==> config.mk <==
export PLATFORM = sky130hd
export DESIGN_NAME = dhi_monitor
export DESIGN_NICKNAME = d
export VERILOG_FILES = /design/src/common/dhi_pkg.sv /design/src/dhi_monitor.sv
export VERILOG_INCLUDE_DIRS = /design/src /design/src/common
export SDC_FILE = /design/constraint.sdc
export NUM_CORES = 1
export LEC_CHECK = 0
export CAP_MARGIN = 30
export CORE_ASPECT_RATIO = 0.5
export CORE_MARGIN = 8
export CORE_UTILIZATION = 56
export DETAILED_ROUTE_END_ITERATION = 8
export DONT_BUFFER_PORTS = 1
export PLACE_DENSITY = 0.74
export SYNTH_ARGS = -nofsm -noshare
export SYNTH_HDL_FRONTEND = slang
export SYNTH_SLANG_ARGS = --single-unit
==> constraint.sdc <==
create_clock -name core_clk -period 2.4 [get_ports core_clk]
set_input_delay 0.6 -clock core_clk [delete_from_list [all_inputs] [get_ports core_clk]]
set_output_delay 0.6 -clock core_clk [all_outputs]
set_load 0.05 [all_outputs]
==> src/common/dhi_map.svh <==
// Timing constants for the two-hand initiation monitor.
`ifndef DHI_MAP_SVH
`define DHI_MAP_SVH
`define DHI_CLK_HZ 25000000
`define DHI_WINDOW_MS 500
`define DHI_WINDOW_CYC ((`DHI_CLK_HZ / 1000) * `DHI_WINDOW_MS)
`define DHI_CNT_W 24
`endif

==> src/common/dhi_pkg.sv <==
// Types for the two-hand initiation monitor.
package dhi_pkg;
	typedef enum logic [1:0]
	{
		DHI_IDLE  = 2'b00,
		DHI_TIMED = 2'b01,
		DHI_RUN   = 2'b10,
		DHI_LOCK  = 2'b11
	} dhi_state_type;
endpackage

==> src/dhi_monitor.sv <==
// Two-hand initiation monitor driving the run permit.
`include "dhi_map.svh"
module dhi_monitor
#(
	parameter int unsigned WINDOW_CYC = `DHI_WINDOW_CYC
)
(
	input  wire logic core_clk,
	input  wire logic arst_n,
	input  wire logic hand_a,
	input  wire logic hand_b,
	output logic      run_permit,
	output logic      window_fault
);
	logic                  meta_a_r;
	logic                  meta_b_r;
	logic                  sync_a_r;
	logic                  sync_b_r;
	dhi_pkg::dhi_state_type state_r;
	dhi_pkg::dhi_state_type state_nxt;
	logic [`DHI_CNT_W-1:0] cnt_r;
	logic [`DHI_CNT_W-1:0] cnt_nxt;
	logic                  permit_r;
	logic                  permit_nxt;
	logic                  fault_r;
	logic                  fault_nxt;
	logic                  both;
	logic                  none;
	logic                  meta_a_nxt;
	logic                  meta_b_nxt;
	logic                  sync_a_nxt;
	logic                  sync_b_nxt;

	// Window length cut to the counter width; the default of 500 ms fits in 24 bits.
	function automatic logic [`DHI_CNT_W-1:0] limit_cyc();
		return `DHI_CNT_W'(WINDOW_CYC);
	endfunction

	// True while a count still lies inside the simultaneity window.
	function automatic logic in_window
	(
		input logic [`DHI_CNT_W-1:0] count
	);
		return count <= limit_cyc();
	endfunction

	// True once a count has used up the whole simultaneity window.
	function automatic logic window_spent
	(
		input logic [`DHI_CNT_W-1:0] count
	);
		return count >= limit_cyc();
	endfunction

	// One step of the window counter, kept at the counter width.
	function automatic logic [`DHI_CNT_W-1:0] next_count
	(
		input logic [`DHI_CNT_W-1:0] count
	);
		return count + `DHI_CNT_W'(1);
	endfunction

	// True when both hand controls are actuated.
	function automatic logic pair_all
	(
		input logic a,
		input logic b
	);
		return a && b;
	endfunction

	// True when both hand controls are released.
	function automatic logic pair_none
	(
		input logic a,
		input logic b
	);
		return !a && !b;
	endfunction

	// Next values of the synchroniser chain; only the second stage feeds the state machine.
	always_comb
	begin
		meta_a_nxt = hand_a;
		meta_b_nxt = hand_b;
		sync_a_nxt = meta_a_r;
		sync_b_nxt = meta_b_r;
	end

	// Two-stage synchronisers on both hand controls.
	always_ff @(posedge core_clk or negedge arst_n)
	begin
		if (!arst_n)
		begin
			meta_a_r <= 1'b0;
			meta_b_r <= 1'b0;
			sync_a_r <= 1'b0;
			sync_b_r <= 1'b0;
		end
		else
		begin
			meta_a_r <= meta_a_nxt;
			meta_b_r <= meta_b_nxt;
			sync_a_r <= sync_a_nxt;
			sync_b_r <= sync_b_nxt;
		end
	end

	assign both = pair_all(sync_a_r, sync_b_r);
	assign none = pair_none(sync_a_r, sync_b_r);

	// Window state machine; the counter only runs while one hand waits for the other.
	always_comb
	begin
		state_nxt  = state_r;
		cnt_nxt    = cnt_r;
		permit_nxt = 1'b0;
		fault_nxt  = fault_r;
		unique case (state_r)
			dhi_pkg::DHI_IDLE:
			begin
				cnt_nxt = '0;
				if (both)
				begin
					state_nxt  = dhi_pkg::DHI_RUN;
					permit_nxt = 1'b1;
				end
				else if (!none)
				begin
					state_nxt = dhi_pkg::DHI_TIMED;
					cnt_nxt   = `DHI_CNT_W'(1);
				end
			end
			dhi_pkg::DHI_TIMED:
			begin
				if (none)
				begin
					state_nxt = dhi_pkg::DHI_IDLE;
				end
				else if (both && in_window(cnt_r))
				begin
					state_nxt  = dhi_pkg::DHI_RUN;
					permit_nxt = 1'b1;
				end
				else if (window_spent(cnt_r))
				begin
					state_nxt = dhi_pkg::DHI_LOCK;
					fault_nxt = 1'b1;
				end
				else
				begin
					cnt_nxt = next_count(cnt_r);
				end
			end
			dhi_pkg::DHI_RUN:
			begin
				if (both)
				begin
					permit_nxt = 1'b1;
				end
				else
				begin
					state_nxt = dhi_pkg::DHI_LOCK;
				end
			end
			dhi_pkg::DHI_LOCK:
			begin
				if (none)
				begin
					state_nxt = dhi_pkg::DHI_IDLE;
					fault_nxt = 1'b0;
				end
			end
		endcase
	end

	// State and window counter registers.
	always_ff @(posedge core_clk or negedge arst_n)
	begin
		if (!arst_n)
		begin
			state_r <= dhi_pkg::DHI_IDLE;
			cnt_r   <= '0;
		end
		else
		begin
			state_r <= state_nxt;
			cnt_r   <= cnt_nxt;
		end
	end

	// The permit flop drives the pin directly, so no gate can glitch it high.
	always_ff @(posedge core_clk or negedge arst_n)
	begin
		if (!arst_n)
		begin
			permit_r <= 1'b0;
		end
		else
		begin
			permit_r <= permit_nxt;
		end
	end

	// The fault flop holds the window expiry until both hands are seen released.
	always_ff @(posedge core_clk or negedge arst_n)
	begin
		if (!arst_n)
		begin
			fault_r <= 1'b0;
		end
		else
		begin
			fault_r <= fault_nxt;
		end
	end

	// Both outputs come straight from their flops.
	assign run_permit   = permit_r;
	assign window_fault = fault_r;
endmodule

==> results.toml <==
[clock_network]
cts_buffers = 5
cts-root-buf = "clkbuf_8"
cts_tree = "built"
cts_htree_levels = 2
post_cts_buffers = 0
cts.clk_slew.worst_paths_ns = 0.07
clock_sinks = 32
clkLatencyLatePin_ns = 0.29
cts_buffer_depth = 2

[synth]
syn_area_sq_mm = 0.00184
synth_top_area_share = 0.435
synth.distinct_cells = 49
async_flop_share = 1.00
netlist_instances = 197
synth_nets = 206
synth_top_area_cell = "dfrtp_1"
yosysWarnings = 0
ys_seq_area_frac = 0.435
synth_area_per_cell_sq_um = 9.34
synthTopCellsByArea = "dfrtp_1 (44%), nor2_1 (4.1%), ha_1 (3.4%), xnor2_1 (3.3%), nand2_1 (3.3%)"
ys_seq_elements = 32
synth-main-ff-cell = "dfrtp_1"
synth_edf_count = 0

[sta]
finalHoldViolations = 0
period_needed_ns = 2.30
timing.hold.ws_ns = 0.332
rsz0062_at_grt = "false"
tns_ns = 0
period_share = 0.958
relSlewSlack = 0.357
slew_violations = 0
worst_pin_slew_ns = 0.962
finalSetupViolCount = 0
max_freq_mhz = 435
finalClockSkew_ns = 0.00663

[drt]
drc = 0
wl_per_cell_um = 16.8
drtPass1Iterations = 4
drt_iter0_drc = 116
routed_via_density = 6.26
ant_nets = 0
vias = 1566
totalWireLength_um = 4200

[layout]
num_antenna_cells = 0
areaGrowthSynthToFinish_pct = 12.3
drive_gt1_frac = 0.162
fin_nets = 218
fin_util = 0.674
fillers = 240

[job]
drv_cap = 0

[die]
die_h_um = 56.5
chipWidth_um = 97.1
dieArea_sq_mm = 0.00549
std_cell_rows = 14
coreArea_sq_mm = 0.00307
start_util = 0.600
ios = 6

[pwr]
peakVddDrop_v = 0.000626
p_leak_nw = 0.841
p_total_mw = 1.61
power_density_mw_per_mm2 = 781

[global_route]
grt-ovfl-total = 0
antenna_found_initial = 0
track_usage = 0.162
grt_pass1_vias = 1537
grt_max_degree = 19
grt_pass1_wl_um = 7370

[status]
outcome = "complete, no violations"

[placement]
hpwlAfterDp_um = 3020
place.gp.congestion = 0.935
io_buffers = 0

[worst_setup_path]
cp.required_ns = 2.61
crit_fanout = 8
end_kind = "register"
critPathArrivalTime_ns = 2.51
path_class = "reg -> reg"
start_kind = "register"

[worst_hold_path]
min_path_type = "in -> reg"
==> area by class of cell <==
type                    instances  area (sq um)  share of cell area
multi-input cells             152           990               0.479
well taps                      40          50.0              0.0242
repair buffers                 11          87.6              0.0424
flip-flops and latches         32           801               0.388
clock inverters                 3          42.5              0.0206
inverters                       7          26.3              0.0127
clock buffers                   5          68.8              0.0333
==> sequential cells by signal, summed over array words and instances, names as in the netlist <==
name          count
run_permit        1
window_fault      1
state_r           2
sync_a_r          1
sync_b_r          1
meta_b_r          1
cnt_r            24
meta_a_r          1
==> cells in the final DEF (no fill, tap or decap), types with 2 or more instances in the layout <==
| master | synthesis | layout |
|---|---|---|
| dlygate4sd3_1 | 0 | 2 |
| nor2_1 | 20 | 20 |
| o21ai_0 | 6 | 6 |
| and2_1 | 2 | 2 |
| a31o_2 | 3 | 3 |
| nand2b_1 | 3 | 3 |
| and4_2 | 2 | 2 |
| xor2_1 | 2 | 2 |
| nor3_1 | 8 | 8 |
| a22oi_1 | 2 | 2 |
| a31oi_1 | 4 | 4 |
| o21a_1 | 2 | 2 |
| xnor2_1 | 7 | 7 |
| nand4_1 | 8 | 8 |
| or3_1 | 4 | 4 |
| dfrtp_1 | 32 | 32 |
| nor4_1 | 6 | 5 |
| or2_2 | 2 | 2 |
| inv_1 | 7 | 7 |
| or4_1 | 4 | 4 |
| ha_1 | 5 | 5 |
| a21oi_1 | 8 | 8 |
| nand4b_1 | 2 | 2 |
| o22a_1 | 2 | 2 |
| nand2_1 | 16 | 16 |
| buf_4 | 0 | 9 |
| o31ai_1 | 4 | 4 |
| clkbuf_8 | 0 | 5 |
| nor2b_1 | 3 | 3 |
| nand3_1 | 8 | 8 |
==> layer usage <==
metal  vias to the layer above  track usage  share of wire
met2                        44        0.236           0.41
met4                         0       0.0477         0.0064
met1                       760        0.216           0.51
met3                         5       0.0610          0.067
li1                        757            -              -
met5                         -            0              0
==> path summary, 6_finish.rpt <==
check / depth (start not counted) / slack, ns / end / startpoint
min in group asynchronous: 1 / 0.76 / cnt_r[10] / arst_n
max: 6 / 0.10 / cnt_r[19] / cnt_r[6]
min: 0 / 0.33 / meta_a_r / hand_a
max reg2reg: 6 / 0.10 / cnt_r[19] / cnt_r[6]
max in group asynchronous: 1 / 1.01 / cnt_r[23] / arst_n
min reg2reg: 0 / 0.37 / sync_a_r / meta_a_r
==> synthesized netlist by cell type (all sizes together), types with 2 or more instances <==
library cell  count
a21oi             8
a22oi             2
a31o              3
a31oi             4
and2              2
and4              3
buf               2
clkbuf            4
dfrtp            32
ha                5
inv               7
nand2            17
nand2b            3
nand3             8
nand4             8
nand4b            2
nor2             20
nor2b             3
nor3              8
nor4              6
o21a              2
o21ai             6
o22a              2
o31ai             4
or2               2
or3               4
or4               5
xnor2             7
xor2              2
==> report_power, final <==
part           internal (mW)  switching (mW)  leakage [nW]
Clock                  0.307           0.211        0.0541
Combinational          0.160           0.234         0.358
Sequential             0.584           0.118         0.430
Total                   1.05           0.563         0.841
==> critical path, stage by stage (launching register included) <==
cell	delay (ns)
dfrtp_1	0.43
or4_4	0.50
a211oi_2	0.31
or3b_4	0.23
nand2_4	0.08
or4_1	0.50
a21oi_1	0.16
==> cell families (layout without fill, tap and decap cells) <==
group | Yosys count | in the layout | synth area share
adders and majority gates | 5 | 5 | 0.0340
buffers and inverters | 13 | 26 | 0.0313
and+or+nand+nor | 98 | 98 | 0.300
DFF | 32 | 32 | 0.435
xor gates and xnor gates | 9 | 9 | 0.0429
AOI/OAI and AO/OA | 40 | 40 | 0.156
==> stage by stage <==
step	cell area, sq um	worst slack [ns]	instances
global placement	1930	0.129	240
global route	2070	0.0164	250
detailed placement	1930	0.0607	240
CTS	2050	0.0421	249
floorplan	1840	0.145	197
finish	2070	0.101	250
==> repair_timing <==
item	CTS	global route
resized for setup	0	3
hold buffers	1	1
endpoints found under the setup margin	0	7
endpoints found under the hold margin	18	14
Note: power is estimated with default switching activity, not from simulation.
